$ cat config.mk
export PLATFORM = sky130hd
export DESIGN_NAME = dma_channel_event_pointers
export DESIGN_NICKNAME = d
export VERILOG_FILES = /design/src/include/dma_event_pkg.sv /design/src/rtl/dma_channel_event_pointers.sv
export SDC_FILE = /design/constraint.sdc
export NUM_CORES = 1
export LEC_CHECK = 0
export ABC_AREA = 1
export BUFFER_PORTS_ARGS = -buffer_cell sky130_fd_sc_hd__buf_2
export CORE_UTILIZATION = 60
export DETAILED_ROUTE_END_ITERATION = 10
export GPL_ROUTABILITY_DRIVEN = 0
export PLACE_DENSITY_LB_ADDON = 0.2
export SETUP_SLACK_MARGIN = 0.2
export SLEW_MARGIN = 20
export SYNTH_ARGS = -nofsm -noshare
export SYNTH_HDL_FRONTEND = slang
export SYNTH_SLANG_ARGS = --single-unit
$ cat constraint.sdc
create_clock -name clk_in -period 4.91 [get_ports clk_in]
set_input_delay 0.982 -clock clk_in [delete_from_list [all_inputs] [get_ports clk_in]]
set_output_delay 0.982 -clock clk_in [all_outputs]
set_load 0.02 [all_outputs]
$ cat src/include/dma_event_pkg.sv
package dma_event_pkg;

    // register bus geometry
    localparam int          ADDR_W               = 8;
    localparam int          DATA_W               = 32;
    localparam int          PTR_W                = 16;

    // register offsets (byte addresses)
    localparam logic [7:0]  EVENT_CONTROL_OFS    = 8'h00;
    localparam logic [7:0]  SOURCE_PROGRESS_OFS  = 8'h04;
    localparam logic [7:0]  DEST_PROGRESS_OFS    = 8'h08;
    localparam logic [7:0]  SOURCE_SIZE_OFS      = 8'h0c;
    localparam logic [7:0]  DEST_SIZE_OFS        = 8'h10;
    localparam logic [7:0]  CELL_SIZE_OFS        = 8'h14;
    localparam logic [7:0]  CHANNEL_CONFIG_OFS   = 8'h18;

    // event control field positions
    localparam int          ENABLE_LSB           = 16;
    localparam int          FLAG_LSB             = 0;
    localparam int          SRC_DONE_BIT         = 7;
    localparam int          SRC_HALF_BIT         = 6;
    localparam int          DST_DONE_BIT         = 5;
    localparam int          DST_HALF_BIT         = 4;
    localparam int          BLOCK_DONE_BIT       = 3;
    localparam int          CELL_DONE_BIT        = 2;
    localparam int          ABORT_BIT            = 1;
    localparam int          ADDR_ERROR_BIT       = 0;

    // channel config field positions
    localparam int          CFG_ENABLE_BIT       = 0;
    localparam int          CFG_PATTERN_BIT      = 1;
    localparam int          CFG_ABORT_EN_BIT     = 2;
    localparam int          CFG_IRQ_LSB          = 8;

    // reset values
    localparam logic [7:0]  FLAGS_RST            = 8'h00;
    localparam logic [7:0]  ENABLES_RST          = 8'h00;
    localparam logic [15:0] PTR_RST              = 16'h0000;
    localparam logic [15:0] SIZE_RST             = 16'h0000;
    localparam logic [7:0]  IRQ_NUM_RST          = 8'h00;
    localparam logic [31:0] RDATA_RST            = 32'h0000_0000;

    // one cycle of events from the data movement engine
    typedef struct packed {
        logic       byte_moved;
        logic       pattern_match;
        logic       addr_error;
        logic       irq_seen;
        logic [7:0] irq_number;
    } engine_event_t;

    // register port request
    typedef struct packed {
        logic [7:0]  addr;
        logic [31:0] wdata;
        logic        wr;
        logic        rd;
    } reg_req_t;

endpackage : dma_event_pkg

$ cat src/rtl/dma_channel_event_pointers.sv
// Behaviour
// - eight interrupt enables at bits 23..16 of the event control register, reset to zero.
// - eight event flags at bits 7..0 in the same order, reset to zero, zero means nothing pending.
// - the source-done flag (bit 7) sets when the source pointer reaches the source size.
// - the source-half flag (bit 6) sets when the source pointer reaches half the source size.
// - the destination-done flag (bit 5) sets when the destination pointer reaches its size.
// - the destination-half flag (bit 4) sets at half the destination size.
// - the block flag (bit 3) sets after the larger size in bytes moved, or on a pattern match.
// - the cell flag (bit 2) sets each time cell-size bytes have been moved.
// - an interrupt equal to the abort request number aborts the channel and sets bit 1.
// - the address-error flag (bit 0) sets when a source or destination address is invalid.
// - event control bits 31..24 and 15..8 read as zero.
// - the source pointer reads in bits 15..0, resets to zero, upper bits read zero.
// - in pattern detect mode a detected pattern clears the source pointer.
// - the destination pointer high byte sits in bits 15..8, resets to zero, bits above are zero.
// - the destination pointer fills bits 15..0 and counts destination bytes up to 65535.
//
// The placing of the registers and the address-and-strobe port were left to the implementer.
`timescale 1ns/1ps
`default_nettype none

module dma_channel_event_pointers (
    // clock and reset
    input  wire logic                          clk_in,
    input  wire logic                          rst_n_in,
    // register port
    input  wire dma_event_pkg::reg_req_t       req_in,
    output var  logic [dma_event_pkg::DATA_W-1:0] rd_data_out,
    // data movement engine
    input  wire dma_event_pkg::engine_event_t  event_in,
    output var  logic                          abort_out,
    output var  logic                          channel_active_out,
    // interrupt
    output var  logic                          irq_out
);
    import dma_event_pkg::*;

    // wrapping count step: returns next count and whether the limit was hit
    // the limit is compared after the increment, so a size of zero
    // only wraps after 65536 steps, the full range of the counter
    function automatic logic [16:0] step_count(input logic [15:0] cnt, input logic [15:0] lim);
        logic [15:0] inc;
        inc = cnt + 16'h0001;
        if (inc == lim) begin
            step_count = {1'b1, PTR_RST};
        end else begin
            step_count = {1'b0, inc};
        end
    endfunction : step_count

    // register state
    logic [7:0]  flags_reg,    flags_next;
    logic [7:0]  enables_reg,  enables_next;

    // byte progress, all rewound by a fresh start
    logic [15:0] src_ptr_reg,  src_ptr_next;
    logic [15:0] dst_ptr_reg,  dst_ptr_next;
    logic [15:0] blk_cnt_reg,  blk_cnt_next;
    logic [15:0] cell_cnt_reg, cell_cnt_next;

    // programmed sizes, zero stands for 65536
    logic [15:0] src_size_reg, src_size_next;
    logic [15:0] dst_size_reg, dst_size_next;
    logic [15:0] cell_size_reg, cell_size_next;

    // channel configuration
    logic        active_reg,   active_next;
    logic        pattern_reg,  pattern_next;
    logic        abort_en_reg, abort_en_next;
    logic [7:0]  irq_num_reg,  irq_num_next;

    // registered outputs
    logic [31:0] rdata_reg,    rdata_next;
    logic        irq_reg,      irq_next;
    logic        abort_reg,    abort_next;

    // decoded events
    logic        write_ctrl;
    logic        abort_hit;
    logic        moving;
    logic        pattern_hit;

    // flag set and clear masks
    logic [7:0]  set_vec;
    logic [7:0]  clr_vec;

    // counter limits and steps
    logic [15:0] blk_limit;
    logic [16:0] src_step;
    logic [16:0] dst_step;
    logic [16:0] blk_step;
    logic [16:0] cell_step;

    // event decode shared by the next-state logic and the checks
    always_comb begin
        write_ctrl  = req_in.wr && (req_in.addr == EVENT_CONTROL_OFS);
        // abort only while running and with the match enabled
        abort_hit   = active_reg && abort_en_reg && event_in.irq_seen
                      && (event_in.irq_number == irq_num_reg);
        // an abort cycle moves nothing
        moving      = active_reg && event_in.byte_moved && !abort_hit;
        pattern_hit = active_reg && pattern_reg && event_in.pattern_match && !abort_hit;
        // subtracting one makes a zero size the largest of all
        blk_limit   = (src_size_reg - 16'h0001 >= dst_size_reg - 16'h0001)
                      ? src_size_reg : dst_size_reg; // zero size counts as 65536
        src_step    = step_count(src_ptr_reg, src_size_reg);
        dst_step    = step_count(dst_ptr_reg, dst_size_reg);
        blk_step    = step_count(blk_cnt_reg, blk_limit);
        cell_step   = step_count(cell_cnt_reg, cell_size_reg);
        clr_vec     = write_ctrl ? req_in.wdata[FLAG_LSB +: 8] : 8'h00;
    end

    // next state of the channel, flags and read data
    always_comb begin
        flags_next     = flags_reg;
        enables_next   = enables_reg;
        src_ptr_next   = src_ptr_reg;
        dst_ptr_next   = dst_ptr_reg;
        blk_cnt_next   = blk_cnt_reg;
        cell_cnt_next  = cell_cnt_reg;
        src_size_next  = src_size_reg;
        dst_size_next  = dst_size_reg;
        cell_size_next = cell_size_reg;
        active_next    = active_reg;
        pattern_next   = pattern_reg;
        abort_en_next  = abort_en_reg;
        irq_num_next   = irq_num_reg;
        abort_next     = 1'b0;
        set_vec        = 8'h00;
        rdata_next     = RDATA_RST;

        // register writes
        if (write_ctrl) begin
            enables_next = req_in.wdata[ENABLE_LSB +: 8];
        end else if (req_in.wr && req_in.addr == SOURCE_SIZE_OFS) begin
            src_size_next = req_in.wdata[15:0];
        end else if (req_in.wr && req_in.addr == DEST_SIZE_OFS) begin
            dst_size_next = req_in.wdata[15:0];
        end else if (req_in.wr && req_in.addr == CELL_SIZE_OFS) begin
            cell_size_next = req_in.wdata[15:0];
        end else if (req_in.wr && req_in.addr == CHANNEL_CONFIG_OFS) begin
            active_next   = req_in.wdata[CFG_ENABLE_BIT];
            pattern_next  = req_in.wdata[CFG_PATTERN_BIT];
            abort_en_next = req_in.wdata[CFG_ABORT_EN_BIT];
            irq_num_next  = req_in.wdata[CFG_IRQ_LSB +: 8];
        end

        // a fresh start rewinds all progress
        if (!active_reg && active_next) begin
            src_ptr_next  = PTR_RST;
            dst_ptr_next  = PTR_RST;
            blk_cnt_next  = PTR_RST;
            cell_cnt_next = PTR_RST;
        end

        // byte progress
        if (moving) begin
            src_ptr_next  = src_step[15:0];
            dst_ptr_next  = dst_step[15:0];
            blk_cnt_next  = blk_step[15:0];
            cell_cnt_next = cell_step[15:0];
            set_vec[SRC_DONE_BIT]   = src_step[16];
            set_vec[SRC_HALF_BIT]   = (src_ptr_reg + 16'h0001) == (src_size_reg >> 1);
            set_vec[DST_DONE_BIT]   = dst_step[16];
            set_vec[DST_HALF_BIT]   = (dst_ptr_reg + 16'h0001) == (dst_size_reg >> 1);
            set_vec[BLOCK_DONE_BIT] = blk_step[16];
            set_vec[CELL_DONE_BIT]  = cell_step[16];
        end

        // pattern detect ends the block and rewinds the source
        if (pattern_hit) begin
            src_ptr_next            = PTR_RST;
            blk_cnt_next            = PTR_RST;
            set_vec[BLOCK_DONE_BIT] = 1'b1;
        end

        // abort stops the channel
        if (abort_hit) begin
            active_next        = 1'b0;
            abort_next         = 1'b1;
            set_vec[ABORT_BIT] = 1'b1;
        end

        // address fault reported by the engine
        if (event_in.addr_error) begin
            set_vec[ADDR_ERROR_BIT] = 1'b1;
        end

        // sticky flags, a set in the clearing cycle wins
        flags_next = (flags_reg & ~clr_vec) | set_vec;

        // read data, unmapped addresses read zero
        if (req_in.rd) begin
            if (req_in.addr == EVENT_CONTROL_OFS) begin
                rdata_next = {8'h00, enables_reg, 8'h00, flags_reg};
            end else if (req_in.addr == SOURCE_PROGRESS_OFS) begin
                rdata_next = {16'h0000, src_ptr_reg};
            end else if (req_in.addr == DEST_PROGRESS_OFS) begin
                rdata_next = {16'h0000, dst_ptr_reg};
            end else if (req_in.addr == SOURCE_SIZE_OFS) begin
                rdata_next = {16'h0000, src_size_reg};
            end else if (req_in.addr == DEST_SIZE_OFS) begin
                rdata_next = {16'h0000, dst_size_reg};
            end else if (req_in.addr == CELL_SIZE_OFS) begin
                rdata_next = {16'h0000, cell_size_reg};
            end else if (req_in.addr == CHANNEL_CONFIG_OFS) begin
                rdata_next = {16'h0000, irq_num_reg, 5'h00, abort_en_reg, pattern_reg,
                              active_reg};
            end
        end

        // level interrupt from unmasked flags
        irq_next = |(flags_next & enables_next);
    end

    // state registers
    // synchronous reset puts every register to its reset value
    always_ff @(posedge clk_in) begin
        if (!rst_n_in) begin
            flags_reg     <= FLAGS_RST;
            enables_reg   <= ENABLES_RST;
            src_ptr_reg   <= PTR_RST;
            dst_ptr_reg   <= PTR_RST;
            blk_cnt_reg   <= PTR_RST;
            cell_cnt_reg  <= PTR_RST;
            src_size_reg  <= SIZE_RST;
            dst_size_reg  <= SIZE_RST;
            cell_size_reg <= SIZE_RST;
            active_reg    <= 1'b0;
            pattern_reg   <= 1'b0;
            abort_en_reg  <= 1'b0;
            irq_num_reg   <= IRQ_NUM_RST;
            rdata_reg     <= RDATA_RST;
            irq_reg       <= 1'b0;
            abort_reg     <= 1'b0;
        end else begin
            flags_reg     <= flags_next;
            enables_reg   <= enables_next;
            src_ptr_reg   <= src_ptr_next;
            dst_ptr_reg   <= dst_ptr_next;
            blk_cnt_reg   <= blk_cnt_next;
            cell_cnt_reg  <= cell_cnt_next;
            src_size_reg  <= src_size_next;
            dst_size_reg  <= dst_size_next;
            cell_size_reg <= cell_size_next;
            active_reg    <= active_next;
            pattern_reg   <= pattern_next;
            abort_en_reg  <= abort_en_next;
            irq_num_reg   <= irq_num_next;
            rdata_reg     <= rdata_next;
            irq_reg       <= irq_next;
            abort_reg     <= abort_next;
        end
    end

    // outputs straight from flops
    // no logic between a register and its pin
    assign rd_data_out        = rdata_reg;
    assign irq_out            = irq_reg;
    assign abort_out          = abort_reg;
    assign channel_active_out = active_reg;
endmodule : dma_channel_event_pointers

`default_nettype wire

==> out/qor.csv, run 1 <==
metric,value,unit
largest net degree at the start of global routing,69,
post-synth top area share,29.6,%
critical path startpoint category,register,
"Setup violations, final",0,
Syn Inst Count,1798,
CTS Sinks,165,
reg2reg end,blk_cnt_reg[1]$_SDFFE_PP0P_,
family with the most delay on the worst path,simple AND/OR/NAND/NOR gates,
violation count after the first detailed-route iteration,1450,
Num CTS Buffers,17,
R2R Path Start,src_size_reg[0]$_SDFFE_PN0P_,
HPWL Detailed,26700,um
final setup margin,547,ps
Vias,12300,
reg2reg path depth,22,
Nets,1905,
synth-to-layout area growth,8.89,%
CP required,5220,ps
Root Driver,clkbuf_16,
Chip Height,138,um
asr flop ratio synth,0,%
post-synthesis cell area,11200,sq um
number of flip-flops under the largest register name,24,
critical path capture point type,register,
hold_buf cts,0,
Yosys cell types,51,
Sequential Power Share,44.7,%
Initial Utilization,61.7,%
Worst Path Arrival,4670,ps
Synth Area per Inst,6.21,sq um
Fin. Hold Viols,0,
# diodes,0,
final number of max-transition violations,0,
VDD IR max,0.253,mV
Net Switching,883,uW
Total Routing Usage GR,37.9,%
drt drc,0,
CP startpoint,src_size_reg[0]$_SDFFE_PN0P_,
"Primary FF master, synth",dfxtp_1,
Crit Path Category,register to register,
worst skew pair latency,440,ps
Leak,0.00541,uW
antenna-violating nets left,0,
main area contributors after synthesis,"dfxtp_1 (30%), nand2_1 (17%), nand3_1 (8.0%)",
total congestion overflow,0,
routed len/inst,17.3,um
CP Buf/Inv Count,2,
"count leader, synth",nand2_1,
switching share of power,29.4,%
top cell types by occurrence after synthesis,"nand2_1 (494), inv_1 (236), nand3_1 (179)",
Tightest Pin Transition,1010,ps
post-synthesis sequential element count,165,
CTS tree,built,
final WL,35800,um
Max Cap Viol,0,
Synth area leader,dfxtp_1,
Core Rows,49,
number of synthesized flops with an enable pin,0,
Via-to-Cell Ratio,5.93,
internal power,2120,uW
clock slew at reported path FFs,80,ps
RSZ-0062 raised after global routing,no,
Clock power frac,45.0,%
antenna violations before repair,1,
Fin Setup TNS,0,ps
fraction of layout cells with a size suffix above 1,9.89,%
pwr dens,247,nW/um^2
Die Wd,138,um
IO buf count,74,
max frequency,229,MHz
clk_skew,9.59,ps
CP max-delay cell,dfxtp_1,
IO Pins,91,
vias in the first global route,11100,
post-CTS sizing,0,
setup repair bufs after CTS,0,
status,"finished, final reports clean",
Rel. slew slack,32.6,%
CP max stage delay,390,ps
register area share after synthesis,29.6,%
DR pass1 iterations,8,
r2r setup slk,550,ps
worst hold path class,register to register,
crit path capture,blk_cnt_reg[1]$_SDFFE_PP0P_,
WP depth,22,
first-pass GRT wire length,57600,um
Core Area,18100,sq um
logic gate share of total power,10.3,%
crit-path cells,inv_1 > nand3_1 > nor3_1 > nand4_1 > nor3_1 > nand2_1 > nor3_1 > xor2_1 > ha_1 > a21oi_1 > o21ai_1 > nor2_2 > buf_6 > nand3_1 > nand3_1 > nand2_1 > nor2_1 > nand2_1 > nor2_4 > nand2_4 > nand3_1 > a21oi_1,
Tcrit/Tclk final,88.9,%
die area,19200,sq um
pre-CTS WS,546,ps
CTS max path bufs,2,
"most used cell, CP",nand3_1,
Synth Warn #,0,
CP max FO,22,
Tmin final,4360,ps
H-tree levels,4,
[layout by cell type (no fill, tap or decap), types with 22 or more instances in the layout]
| master | instances |
|---|---|
| a21oi_1 | 134 |
| dfxtp_1 | 165 |
| xor2_1 | 38 |
| ha_1 | 22 |
| o21ai_0 | 79 |
| buf_2 | 74 |
| nor2_1 | 164 |
| inv_1 | 234 |
| nand2_1 | 494 |
| nand4_1 | 46 |
| nand3_1 | 178 |
[worst reg2reg max path, cell delays in order (launching register included)]
cell	delay [ps]
dfxtp_1	390
inv_1	250
nand3_1	160
nor3_1	370
nand4_1	240
nor3_1	320
nand2_1	130
nor3_1	200
xor2_1	180
ha_1	280
a21oi_1	140
o21ai_1	90
nor2_2	200
buf_6	230
nand3_1	130
nand3_1	100
nand2_1	50
nor2_1	130
nand2_1	100
nor2_4	150
nand2_4	190
nand3_1	130
a21oi_1	70
[cell families after synthesis]
group	synth area share, %
AND/OR/NAND/NOR	37.0
buffers and inverters	11.6
AO/OA/AOI/OAI	14.9
flip-flops	29.6
XOR/XNOR	4.39
adder cells (fa/ha/maj)	2.47
other	0.0336
[power by group through the flow]
stage,registers (uW),logic [uW],clock network [uW]
finish,1340,308,1350
global route,1340,344,1400
CTS,1340,296,1340
detailed placement,1370,295,0
global placement,1370,289,0
floorplan,1370,232,0
[layer usage]
metal	share of wire (%)	wire length (um)	vias to the layer above	track usage, %
li1	-	-	5895	-
met1	40	14400	5561	49.4
met2	44	15800	664	59.8
met3	10	3680	147	6.96
met4	5.3	1910	0	19.8
met5	0	0	-	0
[through the flow]
| stage | util [%] | instances | hold slack (ps) | area [sq um] | power [uW] |
|---|---|---|---|---|---|
| floorplan | - | 1805 | 416 | 11200 | 1600 |
| detailed placement | 63.8 | 2037 | 424 | 11500 | 1670 |
| CTS | 67.1 | 2069 | 435 | 12100 | 2980 |
| global placement | 63.8 | 2037 | 423 | 11500 | 1660 |
| global route | 67.2 | 2069 | 464 | 12200 | 3090 |
| finish | 67.2 | 2069 | 438 | 12200 | 3000 |
[area by class of cell]
| class | instances | area, sq um |
|---|---|---|
| flip-flops and latches | 165 | 3300 |
| inverters | 241 | 905 |
| repair buffers | 86 | 464 |
| multi-input cells | 1316 | 6610 |
| clock buffers | 17 | 425 |
| clock inverters | 15 | 161 |
| well taps | 229 | 287 |
| fillers | 1647 | 5930 |
[worst min-delay path by stage]
stage	startpoint	to	slack [ps]	cells past startpoint
5_1_grt	enables_reg[1]$_SDFF_PN0_	rd_data_out[17]$_SDFF_PN0_	460	2
4_1_cts	enables_reg[6]$_SDFF_PN0_	rd_data_out[22]$_SDFF_PN0_	440	2
3_3_place_gp	enables_reg[3]$_SDFF_PN0_	rd_data_out[19]$_SDFF_PN0_	420	2
3_5_place_dp	enables_reg[6]$_SDFF_PN0_	rd_data_out[22]$_SDFF_PN0_	420	2
2_1_floorplan	enables_reg[0]$_SDFF_PN0_	rd_data_out[16]$_SDFF_PN0_	420	2
6_report	enables_reg[0]$_SDFF_PN0_	rd_data_out[16]$_SDFF_PN0_	440	2
(Power assumes the default switching activity.)
==> run 2, diff against run 1 <==
CORE_UTILIZATION = 55   (was 60)
clock period = 3.6 ns   (was 4.91 ns; I/O delays follow)
==> run 2 against run 1 <==
Net effect:
- critical path type unchanged
- fmax increased by 14%
- design area is 9.8% higher
- non-clock buffer count up 92
- count of clock-buffer cells in the layout is the same
- setup slack got worse by 770 ps
- largest power group unchanged
- critical endpoint is now irq_out$_SDFF_PN0_
- global-route usage fell by 1.5 points
- combinational power grew 110%
- the run now ends with setup timing left
- via count is 2.7% higher
- utilization up 0.70 points
==> out/qor.csv, run 2 (synthesized netlist as in run 1, its figures left out) <==
metric,value,unit
reg2reg path depth,30,
Rel. slew slack,49.5,%
post-route design area,13300,sq um
Sequential Power Share,41.6,%
failing checks,setup timing,
Num CTS Buffers,17,
critical path capture point type,register,
Tmin final,3820,ps
Total Routing Usage GR,36.4,%
Fin. Hold Viols,0,
antenna violations before repair,0,
largest net degree at the start of global routing,45,
internal power,3130,uW
first-pass GRT wire length,57800,um
fraction of layout cells with a size suffix above 1,17.2,%
CP max FO,6,
"leading cell types in the layout, fill and taps excluded","nand2_1 (482), inv_1 (228), nand3_1 (165)",
"most common cell after layout, fill and taps aside",nand2_1,
critical path startpoint category,register,
violation count after the first detailed-route iteration,1422,
CP max-delay cell,dfxtp_2,
Hold Crit Start,enables_reg[1]$_SDFF_PN0_,
Fin Setup TNS,-3540,ps
Clock power frac,44.1,%
# diodes,0,
H-tree levels,4,
Tcrit/Tclk final,106,%
total congestion overflow,0,
die area,20900,sq um
drt drc,0,
IO buf count,74,
antenna-violating nets left,0,
worst hold path class,register to register,
status,finished with violations,
Initial Utilization,56.8,%
Worst Path Arrival,4200,ps
Core Area,19700,sq um
Tightest Pin Transition,750,ps
Leak,0.00601,uW
pwr dens,329,nW/um^2
Max Cap Viol,0,
max frequency,262,MHz
Chip Height,144,um
switching share of power,28.7,%
Die Wd,144,um
"Setup violations, final",18,
DR pass1 iterations,6,
clk_skew,9.44,ps
reg2reg end,irq_out$_SDFF_PN0_,
number of flip-flops under the largest register name,24,
hold_buf cts,0,
CP max stage delay,330,ps
IO Pins,91,
Hold Path Stages,2,
Root Driver,clkbuf_16,
CTS Sinks,165,
Net Switching,1260,uW
R2R Path Start,src_size_reg[0]$_SDFFE_PN0P_,
HPWL Detailed,28100,um
"most used cell, CP",nand2_1,
Nets,1998,
routed len/inst,17.0,um
Hold Path Sink,rd_data_out[17]$_SDFF_PN0_,
Vias,12600,
VDD IR max,0.296,mV
CP required,3980,ps
vias in the first global route,11200,
logic gate share of total power,14.4,%
Core Rows,51,
r2r setup slk,-220,ps
fillcell total,1777,
RSZ-0062 raised after global routing,yes,
final number of max-transition violations,0,
CTS tree,built,
final WL,37400,um
clock slew at reported path FFs,70,ps
CTS max path bufs,2,
worst skew pair latency,440,ps
Via-to-Cell Ratio,5.73,
final setup margin,-221,ps
Crit Path Category,register to register,
Placed Area,12200,sq um
synth-to-layout area growth,19.6,%
[run 2: cell count changes in the layout (fill, tap and decap cells not counted), sizes merged]
cell | before | now
buf | 86 | 178
bufinv | 0 | 2
clkinv | 6 | 3
clkinvlp | 3 | 2
inv | 247 | 249
nand2 | 504 | 505
[run 2: how the worst max path moves through the flow]
stage / start / to / cells past startpoint
floorplan: src_size_reg[1]$_SDFFE_PN0P_ / blk_cnt_reg[7]$_SDFFE_PP0P_ / 27
global placement: src_size_reg[1]$_SDFFE_PN0P_ / irq_out$_SDFF_PN0_ / 27
detailed placement: dst_size_reg[1]$_SDFFE_PN0P_ / irq_out$_SDFF_PN0_ / 28
CTS: src_size_reg[0]$_SDFFE_PN0P_ / blk_cnt_reg[11]$_SDFFE_PP0P_ / 26
global route: src_size_reg[0]$_SDFFE_PN0P_ / blk_cnt_reg[4]$_SDFFE_PP0P_ / 27
finish: src_size_reg[0]$_SDFFE_PN0P_ / irq_out$_SDFF_PN0_ / 30
[run 2: what timing repair did]
| action | in CTS | in global routing |
|---|---|---|
| setup endpoints to repair | 18 | 18 |
| pin swaps | 34 | 26 |
| setup buffers | 14 | 6 |
| gates cloned | 2 | 0 |
| gates resized for setup | 46 | 19 |
[run 2: area by class of cell]
class	count	area (sq um)	share of cell area, %
multi-input combinational	1317	6950	52.0
sequential	165	3310	24.8
timing repair buffer	178	1240	9.29
inverter	241	907	6.80
clock buffer	17	425	3.19
tap	265	332	2.48
clock inverter	15	186	1.40
[run 2: metal layers]
| layer | wire length [um] | share of wire [%] | track usage (%) |
|---|---|---|---|
| met1 | 14800 | 39 | 46.4 |
| met2 | 16800 | 45 | 58.1 |
| met3 | 3880 | 10 | 8.01 |
| met4 | 2030 | 5.4 | 17.3 |
| met5 | 0 | 0 | 0 |
[run 2: power groups by stage]
stage	Combinational [uW]	Clock, uW	Sequential, uW
2_1_floorplan	330	0	1870
3_3_place_gp	455	0	1870
3_5_place_dp	462	0	1870
4_1_cts	587	1960	1830
5_1_grt	681	2030	1830
6_report	632	1940	1830
[run 2: metrics by stage]
stage                     util, %  hold WS (ps)  cells  setup WS, ps  power (uW)
after global routing         67.9           451   2198          -417        4540
after floorplan                 -           416   1805           189        2200
after global placement       62.3           423   2144          -202        2320
after detailed placement     62.3           426   2144          -349        2330
final                        67.9           432   2198          -221        4400
after CTS                    67.2           437   2192          -135        4370
[run 2: worst max-delay path: cells and delay by family (launching register included)]
| family | cells | cell delay [ps] |
|---|---|---|
| and+or+nand+nor | 19 | 2010 |
| buffers and inverters | 7 | 760 |
| adders and majority gates | 2 | 390 |
| DFF | 1 | 330 |
| xor gates and xnor gates | 1 | 190 |
| AOI/OAI and AO/OA | 1 | 60 |
